[src/tmr2co_defines.vh]
// Register offsets, field positions, reset values and timing counts for the timer two block.
`ifndef TMR2CO_DEFINES_VH
`define TMR2CO_DEFINES_VH
`define TMR2CO_ADDR_CONTROL 8'hc8
`define TMR2CO_ADDR_MODE 8'hc9
`define TMR2CO_ADDR_RELOAD_LOW 8'hca
`define TMR2CO_ADDR_RELOAD_HIGH 8'hcb
`define TMR2CO_ADDR_COUNT_LOW 8'hcc
`define TMR2CO_ADDR_COUNT_HIGH 8'hcd
`define TMR2CO_ADDR_IRQ_STATUS 8'hce
`define TMR2CO_ADDR_IRQ_MASK 8'hcf
`define TMR2CO_CTL_OVF 7
`define TMR2CO_CTL_EXT 6
`define TMR2CO_CTL_RCLK 5
`define TMR2CO_CTL_TX_CLOCK_SELECT 4
`define TMR2CO_CTL_EXEN 3
`define TMR2CO_CTL_RUN 2
`define TMR2CO_CTL_CNT 1
`define TMR2CO_CTL_CAP 0
`define TMR2CO_MOD_OE 1
`define TMR2CO_MOD_UPDN 0
`define TMR2CO_CONTROL_RESET 8'h00
`define TMR2CO_MODE_RESET 8'h00
`define TMR2CO_TIMER_PRESCALE 4'hc
`define TMR2CO_CLKOUT_PRESCALE 4'h2
`define TMR2CO_IRQ_OVF 0
`define TMR2CO_IRQ_EXT 1
`endif

[src/tmr2co_timer.v]
// Timer two with clock-out mode, control register, interrupt status and serial clock select.
//
// Functional notes
// - clock-out gives 50% duty square wave
// - clock-out counts at oscillator over two
// - overflow reloads count from reload registers
// - clock-out overflows raise no interrupt
// - output toggles each overflow, fosc/4(65536-reload)
// - clock drives external clock pin
// - baud and clock-out share reload registers
// - overflow flag set unless serial select or clock-out mode
// - enabled trigger falling edge sets external flag
// - software clears flag; up/down suppresses external interrupt
// - receive select picks this overflow
// - transmit select picks this overflow
// - run bit enables counting
// - counter select picks oscillator or pin edges
// - control resets zero, bit writable
`timescale 1ns/1ns
`include "tmr2co_defines.vh"
module tmr2co_timer
(
	// Clock and reset
	input wire clk,
	input wire rst,
	// Register port
	input wire [7:0] addr,
	input wire [7:0] wdata,
	input wire wr,
	input wire rd,
	output reg [7:0] rdata,
	// Pins
	input wire ext_clock_in,
	input wire ext_trigger_in,
	output reg ext_clock_out,
	output reg ext_clock_oe,
	// Serial clock sources
	input wire other_timer_overflow,
	output reg rx_baud_tick,
	output reg tx_baud_tick,
	// Interrupt
	output reg irq
);
	reg [7:0] timer_two_control;
	reg [1:0] timer_two_mode;
	reg [7:0] reload_low;
	reg [7:0] reload_high;
	reg [7:0] count_low;
	reg [7:0] count_high;
	reg [1:0] irq_status;
	reg [1:0] irq_mask;
	reg [3:0] prescale;
	reg clk_pin_d;
	reg trig_d;
	reg [7:0] next_rdata;

	reg [7:0] next_control;
	reg [7:0] next_reload_low;
	reg [7:0] next_reload_high;
	reg [7:0] next_count_low;
	reg [7:0] next_count_high;

	// Field views of the control and mode registers.
	wire overflow_flag = timer_two_control[`TMR2CO_CTL_OVF];
	wire external_flag = timer_two_control[`TMR2CO_CTL_EXT];
	wire rx_clock_select = timer_two_control[`TMR2CO_CTL_RCLK];
	wire tx_clock_select = timer_two_control[`TMR2CO_CTL_TX_CLOCK_SELECT];
	wire external_enable = timer_two_control[`TMR2CO_CTL_EXEN];
	wire run_bit = timer_two_control[`TMR2CO_CTL_RUN];
	wire counter_select = timer_two_control[`TMR2CO_CTL_CNT];
	wire capture_reload_select = timer_two_control[`TMR2CO_CTL_CAP];
	wire clock_output_enable = timer_two_mode[`TMR2CO_MOD_OE];
	wire up_down_enable = timer_two_mode[`TMR2CO_MOD_UPDN];
	// Either serial select puts the timer in baud mode, where the capture select is ignored.
	wire baud_mode = rx_clock_select | tx_clock_select;
	// Clock-out needs the oscillator path; the pin input never drives the fast prescaler.
	wire clkout_mode = clock_output_enable & ~counter_select;
	wire [3:0] prescale_top = clkout_mode ? `TMR2CO_CLKOUT_PRESCALE : `TMR2CO_TIMER_PRESCALE;
	// Greater-or-equal, so a rate change with the prescaler above the new top cannot make it run a full lap.
	wire osc_tick = (prescale >= prescale_top - 4'h1);
	wire pin_fall = clk_pin_d & ~ext_clock_in;
	wire count_tick = run_bit & (counter_select ? pin_fall : osc_tick);
	// run gating
	// The seventeenth bit is the carry out of ffff and marks the overflow.
	wire [16:0] count_sum = {1'b0, count_high, count_low} + 17'h00001;
	wire overflow = count_tick & count_sum[16];
	wire trig_fall = external_enable & trig_d & ~ext_trigger_in;
	wire do_capture = trig_fall & capture_reload_select & ~baud_mode;
	wire do_ext_reload = trig_fall & ~(capture_reload_select & ~baud_mode);
	wire wr_ctl = wr & (addr == `TMR2CO_ADDR_CONTROL);
	wire wr_mode = wr & (addr == `TMR2CO_ADDR_MODE);
	wire wr_mask = wr & (addr == `TMR2CO_ADDR_IRQ_MASK);
	wire wr_rel_low = wr & (addr == `TMR2CO_ADDR_RELOAD_LOW);
	wire wr_rel_high = wr & (addr == `TMR2CO_ADDR_RELOAD_HIGH);
	wire wr_cnt_low = wr & (addr == `TMR2CO_ADDR_COUNT_LOW);
	wire wr_cnt_high = wr & (addr == `TMR2CO_ADDR_COUNT_HIGH);
	wire wr_status = wr & (addr == `TMR2CO_ADDR_IRQ_STATUS);

	wire set_ovf = overflow & ~baud_mode & ~clkout_mode;
	// no overflow interrupt event in clock-out mode
	wire ovf_event = set_ovf;
	// up/down mode gives no external interrupt
	// Up/down counting itself is not built; its enable only silences the external interrupt.
	wire ext_event = trig_fall & ~up_down_enable;

	always @(posedge clk or posedge rst)
	begin
		if (rst)
			prescale <= 4'h0;
		else
			prescale <= osc_tick ? 4'h0 : prescale + 4'h1;
	end

	// Pin samples reset to the idle high level, so no false edge follows reset.
	always @(posedge clk or posedge rst)
	begin
		if (rst)
		begin
			clk_pin_d <= 1'b1;
			trig_d <= 1'b1;
		end
		else
		begin
			clk_pin_d <= ext_clock_in;
			trig_d <= ext_trigger_in;
		end
	end

	// Control register; hardware set wins over a software write.
	always @*
	begin
		next_control = timer_two_control;
		if (wr_ctl)
			next_control = wdata;
		if (set_ovf)
			next_control[`TMR2CO_CTL_OVF] = 1'b1;
		if (trig_fall)
			next_control[`TMR2CO_CTL_EXT] = 1'b1;
	end

	always @(posedge clk or posedge rst)
	begin
		if (rst)
			timer_two_control <= `TMR2CO_CONTROL_RESET;
		else
			timer_two_control <= next_control;
	end

	// Mode and mask registers.
	always @(posedge clk or posedge rst)
	begin
		if (rst)
		begin
			timer_two_mode <= 2'h0;
			irq_mask <= 2'h0;
		end
		else
		begin
			if (wr_mode)
				timer_two_mode <= wdata[1:0];
			if (wr_mask)
				irq_mask <= wdata[1:0];
		end
	end

	always @*
	begin
		next_reload_low = reload_low;
		next_reload_high = reload_high;
		if (do_capture)
		begin
			next_reload_low = count_low;
			next_reload_high = count_high;
		end
		else
		begin
			if (wr_rel_low)
				next_reload_low = wdata;
			if (wr_rel_high)
				next_reload_high = wdata;
		end
	end

	// A capture wins over a software reload write in the same cycle, so no trigger event is lost.
	always @(posedge clk or posedge rst)
	begin
		if (rst)
		begin
			reload_low <= 8'h00;
			reload_high <= 8'h00;
		end
		else
		begin
			reload_low <= next_reload_low;
			reload_high <= next_reload_high;
		end
	end

	// Counter next value; a hardware reload takes priority over a software count write.
	always @*
	begin
		next_count_low = count_low;
		next_count_high = count_high;
		// reload on overflow, shared by baud and clock-out
		if (overflow | do_ext_reload)
		begin
			next_count_low = reload_low;
			next_count_high = reload_high;
		end
		// A count write in an overflow cycle is lost; stop the timer before loading the count.
		else if (wr_cnt_low | wr_cnt_high)
		begin
			if (wr_cnt_low)
				next_count_low = wdata;
			if (wr_cnt_high)
				next_count_high = wdata;
		end
		else if (count_tick)
		begin
			next_count_low = count_sum[7:0];
			next_count_high = count_sum[15:8];
		end
	end

	always @(posedge clk or posedge rst)
	begin
		if (rst)
		begin
			count_low <= 8'h00;
			count_high <= 8'h00;
		end
		else
		begin
			count_low <= next_count_low;
			count_high <= next_count_high;
		end
	end

	always @(posedge clk or posedge rst)
	begin
		if (rst)
			ext_clock_oe <= 1'b0;
		else
			ext_clock_oe <= clock_output_enable;
	end

	// The pin only ever toggles, so both halves last one overflow period each.
	always @(posedge clk or posedge rst)
	begin
		if (rst)
			ext_clock_out <= 1'b0;
		else if (clkout_mode & overflow)
			ext_clock_out <= ~ext_clock_out;
	end

	// Serial clock sources, registered so that the outputs are free of glitches.
	always @(posedge clk or posedge rst)
	begin
		if (rst)
		begin
			rx_baud_tick <= 1'b0;
			tx_baud_tick <= 1'b0;
		end
		else
		begin
			rx_baud_tick <= rx_clock_select ? overflow : other_timer_overflow;
			tx_baud_tick <= tx_clock_select ? overflow : other_timer_overflow;
		end
	end

	// Sticky status, write one to clear; a new event wins over the clear.
	wire [1:0] status_event = {ext_event, ovf_event};
	wire [1:0] status_clear = {2{wr_status}} & wdata[1:0];
	wire [1:0] next_irq_status;
	genvar bit_idx;
	generate
		for (bit_idx = 0; bit_idx < 2; bit_idx = bit_idx + 1)
		begin : g_status
			assign next_irq_status[bit_idx] = status_event[bit_idx] | (irq_status[bit_idx] & ~status_clear[bit_idx]);
		end
	endgenerate

	always @(posedge clk or posedge rst)
	begin
		if (rst)
		begin
			irq_status <= 2'h0;
			irq <= 1'b0;
		end
		else
		begin
			irq_status <= next_irq_status;
			irq <= |(irq_status & irq_mask);
		end
	end

	// Unmapped addresses read as zero.
	always @*
	begin
		case (addr)
			`TMR2CO_ADDR_CONTROL: next_rdata = timer_two_control;
			`TMR2CO_ADDR_MODE: next_rdata = {6'h00, timer_two_mode};
			`TMR2CO_ADDR_RELOAD_LOW: next_rdata = reload_low;
			`TMR2CO_ADDR_RELOAD_HIGH: next_rdata = reload_high;
			`TMR2CO_ADDR_COUNT_LOW: next_rdata = count_low;
			`TMR2CO_ADDR_COUNT_HIGH: next_rdata = count_high;
			`TMR2CO_ADDR_IRQ_STATUS: next_rdata = {6'h00, irq_status};
			`TMR2CO_ADDR_IRQ_MASK: next_rdata = {6'h00, irq_mask};
			default: next_rdata = 8'h00;
		endcase
	end

	// Read data stand for one cycle only and read zero otherwise, so stale values never linger on the bus.
	always @(posedge clk or posedge rst)
	begin
		if (rst)
			rdata <= 8'h00;
		else
			rdata <= rd ? next_rdata : 8'h00;
	end
endmodule // tmr2co_timer

[config.mk]
export PLATFORM = sky130hd
export DESIGN_NAME = tmr2co_timer
export DESIGN_NICKNAME = d
export VERILOG_FILES = /design/src/tmr2co_timer.v
export VERILOG_INCLUDE_DIRS = /design/src /design/src/src
export SDC_FILE = /design/constraint.sdc
export NUM_CORES = 1
export LEC_CHECK = 0
export ABC_AREA = 1
export BUFFER_PORTS_ARGS = -buffer_cell sky130_fd_sc_hd__clkbuf_2
export CAP_MARGIN = 10
export CORE_MARGIN = 5
export CORE_UTILIZATION = 50
export CTS_CLUSTER_DIAMETER = 200
export DETAILED_ROUTE_END_ITERATION = 8
export PLACE_DENSITY = 0.68
export SKIP_LAST_GASP = 1
export SLEW_MARGIN = 20
export SYNTH_ARGS = -nofsm -noshare
export SYNTH_HDL_FRONTEND = slang
export SYNTH_SLANG_ARGS = --single-unit
[constraint.sdc]
create_clock -name clk -period 2 [get_ports clk]
set_clock_uncertainty 0.2 [all_clocks]
set_input_delay 0.1 -clock clk [delete_from_list [all_inputs] [get_ports clk]]
set_output_delay 0.1 -clock clk [all_outputs]
set_load 0.03 [all_outputs]
==> results of run 1 <==
==> state kept, by name (all words and copies together), names as in the netlist <==
register	cells
rdata	8
ext_clock_out	1
prescale	4
reload_low	8
clk_pin_d	1
rx_baud_tick	1
count_low	8
ext_clock_oe	1
timer_two_mode	2
trig_d	1
timer_two_control	8
irq_status	2
count_high	8
irq	1
irq_mask	2
reload_high	8
tx_baud_tick	1
==> cell families after synthesis <==
| kind of cell | share of synthesized area |
|---|---|
| simple gates | 0.325 |
| compound gates | 0.140 |
| buf+inv | 0.0869 |
| flops | 0.418 |
| xor+xnor | 0.0247 |
| fa+ha+maj | 0.00642 |
==> synthesized netlist by cell type, types with 8 or more instances <==
cell,count,area share
nand2_1,157,0.15
dfrtp_1,63,0.40
inv_1,61,0.059
nand3_1,50,0.064
nor2_1,49,0.047
o21ai_0,39,0.050
o22ai_1,12,0.019
a21oi_1,10,0.013
nand2_2,9,0.014
a211oi_1,8,0.015
xor2_1,8,0.018
==> per-layer routing <==
metal | up-vias | GRT usage
met2 | 215 | 0.392
met5 | - | 0
met1 | 1824 | 0.375
li1 | 1935 | -
met3 | 38 | 0.0457
met4 | 0 | 0.124
==> stage by stage <==
| stage | TNS (ns) | cells | worst slack, ns |
|---|---|---|---|
| 2_1_floorplan | 0 | 532 | 0.0466 |
| 3_3_place_gp | -0.0236 | 701 | -0.0236 |
| 3_5_place_dp | -0.0650 | 701 | -0.0216 |
| 4_1_cts | 0 | 735 | 0.0190 |
| 5_1_grt | -0.443 | 737 | -0.0440 |
| 6_report | 0 | 737 | 0.0880 |
==> path summary, 6_finish.rpt <==
path | start | end | slack (ns) | depth (start not counted)
max | count_low[1] | count_high[1] | 0.09 | 11
min | addr[2] | irq_status[1] | 0.02 | 6
max reg2reg | count_low[1] | count_high[1] | 0.09 | 11
min reg2reg | ext_clock_out | ext_clock_out | 0.28 | 1
max in group asynchronous | rst | trig_d | 1.16 | 4
min in group asynchronous | rst | irq_status[1] | 0.15 | 4
==> worst register-to-register path, stage by stage (launching register included) <==
cell,delay [ns]
dfrtp_1,0.40
ha_4,0.17
nand2_2,0.08
nor2_4,0.12
nand2_2,0.10
nor2_4,0.13
nand3_4,0.14
buf_4,0.19
nand3_1,0.11
nand2_1,0.07
nand2_1,0.06
nand2_1,0.04
==> power by group through the flow <==
stage / registers, mW / logic (mW) / clock network (mW)
after floorplan: 1.70 / 0.685 / 0
after global placement: 1.70 / 1.21 / 0
after detailed placement: 1.70 / 1.21 / 0
after CTS: 1.67 / 1.27 / 1.17
after global routing: 1.70 / 1.46 / 1.24
final: 1.69 / 1.31 / 1.16
==> repair_timing <==
item | 4_1_cts | 5_1_grt
hold buffers | 15 | 0
pin swaps | 1 | 5
gates resized for setup | 6 | 17
hold endpoints to repair | 91 | 0
setup buffers | 3 | 2
setup endpoints to repair | 20 | 22
cloned | 0 | 0
==> final cells by class <==
class / instances / area, µm² / share of cell area
Clock buffer: 9 / 124 / 0.0250
Clock inverter: 7 / 77.6 / 0.0156
Inverter: 64 / 243 / 0.0489
Multi-Input combinational cell: 390 / 2020 / 0.406
Sequential cell: 65 / 1630 / 0.328
Tap cell: 102 / 128 / 0.0257
Timing Repair Buffer: 100 / 746 / 0.150
==> impl_results.md, run 1 <==
- CTS tree: built
- Largest stage delay, worst path: 0.40 ns
- Nets: 655
- Ant diodes: 0
- Most frequent cells in the layout: 154 x nand2_1, 63 x dfrtp_1, 60 x inv_1, 47 x nand3_1, 46 x nor2_1
- Sequential fraction of the synthesis area: 0.418
- Via count: 4012
- EDFF count, synth: 0
- Sw power: 1.49 mW
- Worst-Margin Slew: 0.373 ns
- Maximum vdd drop: 683 µV
- Routed wl met3: 1.13 mm
- Site Rows: 32
- Metal2 WL: 5.51 mm
- Hold slack: 0.0173 ns
- DIE WIDTH: 98.3 µm
- Htree depth: 3
- Placed Area: 0.00447 mm²
- WP data required: 2.05 ns
- Routed vias/inst: 5.44
- Post-Syn Instances: 532
- Internal power: 2.66 mW
- Pwr Total: 4.15 mW
- Reported leakage power: 2.51 nW
- Clk pwr share: 0.278
- Synth warn: 0
- Layout cells sized above 1: 0.228
- Number of buffers created by CTS: 9
- Grt ovf: 0
- #FFs+latches synth: 65
- Number of remaining DRC errors: 0
- RD Place Congestion: 0.983
- Endpoints failing hold: 0
- Initial antenna violation count: 0
- HP Class: primary input to register
- WL final: 12.3 mm
- CP startpoint kind: register
- DR WL/cell: 16.6 µm
- Crit Path Class: register to register
- Antenna-violating nets left: 0
- Combinational power share: 0.315
- GRT Total Usage: 0.264
- Clock transition at path regs: 0.08 ns
- CP Capture Type: register
- CP top delay family: simple AND/OR/NAND/NOR gates
- Syn Area/Cell: 7.33 µm²
- Mapped Area: 0.00390 mm²
- CTS root buf: clkbuf_8
- Max-Cap Viols: 0
- Most frequent CP cell: nand2_1
- Power Dens Cells: 836 mW/mm²
- Post-synth top flop: dfrtp_1
- Arrival time worst endpoint: 1.96 ns
- Part of the cycle the worst path needs: 0.956
- Worst rel slew slack: 0.752
- Reg power frac: 0.407
- Fmax: 0.523 GHz
- Status: finished clean
- Uppermost layer routed: met4
- Clock buffer depth: 2
- # IOs: 36
- Final setup viols: 0
- Commonest non-fill, non-tap cell in the layout: nand2_1
- Die Height: 98.3 µm
- Buf+Inv Stages, Crit Path: 1
- Worst skew pair latency: 0.36 ns
- Yosys cell types: 41
- M1 wire length: 5.19 mm
- Critical Path Slowest Stage Cell: dfrtp_1
- Largest net degree at the start of global routing: 66
- Core Util, Final: 0.649
- First-pass GRT wire length: 20.1 mm
- Core ar.: 0.00765 mm²
- Vias in the first global route: 3899
- Fin. max-slew vios: 0
- Pre-antenna DRT Iters: 5
- Full die area: 0.00967 mm²
- Starting density of the core: 0.510
- Minimum clock period after layout: 1.91 ns
- CP cell instances: ha_4, nand2_2, nor2_4, nand2_2, nor2_4, nand3_4, buf_4, nand3_1, nand2_1, nand2_1, nand2_1
- Sw Ratio: 0.358
- PortBufs: 35
- DRT iter0 DRCs: 352
- FFs w/ async S/R, synth: 1.00
- Syn_nets: 557
- Fill count: 690
- Fin area: 0.00496 mm²
- Detail Placement HPWL: 9.31 mm
- # clock sinks: 65
- Area grow syn2layout: 27.3%
- Worst-path fanout max: 7
Note: power is estimated with default switching activity, not from simulation.
==> run 2, diff against run 1 <==
--- a/config.mk
+++ b/config.mk
@@ -10,10 +10,10 @@
 export BUFFER_PORTS_ARGS = -buffer_cell sky130_fd_sc_hd__clkbuf_2
 export CAP_MARGIN = 10
 export CORE_MARGIN = 5
-export CORE_UTILIZATION = 50
+export CORE_UTILIZATION = 51
 export CTS_CLUSTER_DIAMETER = 200
 export DETAILED_ROUTE_END_ITERATION = 8
-export PLACE_DENSITY = 0.68
+export PLACE_DENSITY = 0.69
 export SKIP_LAST_GASP = 1
 export SLEW_MARGIN = 20
 export SYNTH_ARGS = -nofsm -noshare
==> impl_results.md, run 2 (synthesis results as in run 1) <==
- Status: finished clean (unchanged)
- Critical Path Slowest Stage Cell: dfstp_2 (was dfrtp_1)
- Internal power: 2.53 mW (was 2.66 mW)
- Core Util, Final: 0.669 (was 0.649)
- Cells after DPL: 701 (unchanged)
- CP cell instances: inv_1, nor3_2, inv_1, nor2_2, buf_4, nor2_1, a22oi_1, o21ai_0 (was ha_4, nand2_2, nor2_4, nand2_2, nor2_4, nand3_4, buf_4, nand3_1, nand2_1, nand2_1, nand2_1)
- Fin area: 0.00490 mm² (was 0.00496 mm²)
- Most frequent CP cell: inv_1 (was nand2_1)
- Crit Path Class: register to register (unchanged)
- CP Capture Type: register (unchanged)
- Htree depth: 3 (unchanged)
- Hold slack: 0.0309 ns (was 0.0173 ns)
- Detail Placement HPWL: 9.52 mm (was 9.31 mm)
- Nets: 656 (was 655)
- Reported leakage power: 2.47 nW (was 2.51 nW)
- WP data required: 2.02 ns (was 2.05 ns)
- Endpoints failing hold: 0 (unchanged)
- Worst skew pair latency: 0.35 ns (was 0.36 ns)
- Worst-Margin Slew: 0.491 ns (was 0.373 ns)
- DR WL/cell: 16.9 µm (was 16.6 µm)
- Pwr Total: 3.99 mW (was 4.15 mW)
- Met3 Use GR: 0.0510 (was 0.0457)
- GRT busiest layer: met2 (unchanged)
- Minimum clock period after layout: 1.89 ns (was 1.91 ns)
- CP top delay family: flip-flops (was simple AND/OR/NAND/NOR gates)
- Post-route setup slack: 0.112 ns (was 0.0880 ns)
- Final setup viols: 0 (unchanged)
- Fmax: 0.530 GHz (was 0.523 GHz)
- # clock sinks: 65 (unchanged)
- Layout cells sized above 1: 0.225 (was 0.228)
- WL final: 12.5 mm (was 12.3 mm)
- First-pass GRT wire length: 20.0 mm (was 20.1 mm)
- Post-Place Worst Slack: -0.0255 ns (was -0.0216 ns)
- # IOs: 36 (unchanged)
- Ant diodes: 0 (unchanged)
- Initial antenna violation count: 0 (unchanged)
- Final cell count without fillers: 735 (was 737)
- Max-Cap Viols: 0 (unchanged)
- Combinational power share: 0.319 (was 0.315)
- Grt ovf: 0 (unchanged)
- GRT Total Usage: 0.267 (was 0.264)
- Starting density of the core: 0.532 (was 0.510)
- Sw Ratio: 0.365 (was 0.358)
- Buf+Inv Stages, Crit Path: 3 (was 1)
- Core ar.: 0.00733 mm² (was 0.00765 mm²)
- Most frequent cells in the layout: 154 x nand2_1, 63 x dfrtp_1, 59 x inv_1, 49 x nand3_1, 48 x buf_4 (was 154 x nand2_1, 63 x dfrtp_1, 60 x inv_1, 47 x nand3_1, 46 x nor2_1)
- Largest net degree at the start of global routing: 32 (was 66)
- Number of remaining DRC errors: 0 (unchanged)
- Worst rel slew slack: 0.672 (was 0.752)
- Reg power frac: 0.420 (was 0.407)
- CTS root buf: clkbuf_8 (unchanged)
- Met2 GRT Util: 0.409 (was 0.392)
- CTS tree: built (unchanged)
- Die Height: 97.4 µm (was 98.3 µm)
- Vias in the first global route: 3905 (was 3899)
- Power Dens Cells: 814 mW/mm² (was 836 mW/mm²)
- Reg-to-reg slack, setup: 0.11 ns (was 0.09 ns)
- Largest stage delay, worst path: 0.52 ns (was 0.40 ns)
- Sw power: 1.46 mW (was 1.49 mW)
- Via count: 4044 (was 4012)
- Clock transition at path regs: 0.08 ns (about the same)
- HP Class: primary input to register (unchanged)
- Arrival time worst endpoint: 1.91 ns (was 1.96 ns)
- CP startpoint kind: register (unchanged)
- Routed vias/inst: 5.50 (was 5.44)
- Fin. max-slew vios: 0 (unchanged)
- Worst-path fanout max: 11 (was 7)
- Pre-antenna DRT Iters: 6 (was 5)
- Clk pwr share: 0.261 (was 0.278)
- Area grow syn2layout: 25.7% (was 27.3%)
- Placed Area: 0.00448 mm² (was 0.00447 mm²)
- RD Place Congestion: 1.05 (was 0.983)
- PortBufs: 35 (unchanged)
- Fin Setup TNS: 0 ns (unchanged)
- Met1 Use GR: 0.370 (was 0.375)
- Clock buffer depth: 2 (unchanged)
- Commonest non-fill, non-tap cell in the layout: nand2_1 (unchanged)
- Site Rows: 31 (was 32)
- Part of the cycle the worst path needs: 0.944 (was 0.956)
- Maximum vdd drop: 594 µV (was 683 µV)
- DRT iter0 DRCs: 389 (was 352)
- Number of buffers created by CTS: 9 (unchanged)
- Antenna-violating nets left: 0 (unchanged)
- RSZ-0062 raised after global routing: yes
- DIE WIDTH: 97.4 µm (was 98.3 µm)
- Full die area: 0.00950 mm² (was 0.00967 mm²)
run 2: routing by layer:
metal  vias up  wire length [µm]  share of wire
met5         -                 0              0
met4         0               475          0.038
met3        49              1150          0.092
met2       255              5510           0.44
met1      1808              5320           0.43
li1       1932                 -              -
run 2: power by group through the flow:
stage	clock, mW	sequential [mW]	combinational (mW)
after floorplan	0	1.70	0.685
after global placement	0	1.69	1.19
after detailed placement	0	1.70	1.19
after CTS	1.05	1.67	1.22
after global routing	1.12	1.70	1.42
final	1.04	1.68	1.27
run 2: path summary, 6_finish.rpt:
check / from / end / cells past startpoint
max in group asynchronous: rst / trig_d / 4
hold / removal: addr[2] / irq_status[1] / 6
setup / recovery: trig_d / reload_high[2] / 8
min in group asynchronous: rst / prescale[2] / 3
hold reg to reg: ext_clock_out / ext_clock_out / 1
setup reg to reg: trig_d / reload_high[2] / 8
run 2: timing repair:
item	4_1_cts	5_1_grt
endpoints found under the hold margin	91	0
pin swaps	0	2
buffers inserted	0	3
hold buffers	15	0
resized for setup	2	16
setup endpoints to repair	19	33
run 2: cell type report:
class                   instances  area (µm²)
clock buffers                  10         138
well taps                      99         124
inverters                      64         243
fillers                       630        2430
flip-flops and latches         65        1630
clock inverters                 6        42.5
repair buffers                101         737
multi-input cells             390        1990
run 2: tightest hold or removal path, stage by stage:
cell      delay, ns
clkbuf_2       0.11
nand3_1        0.10
nor2_1         0.04
nand2_1        0.06
o21ai_0        0.07
o21ai_0        0.06
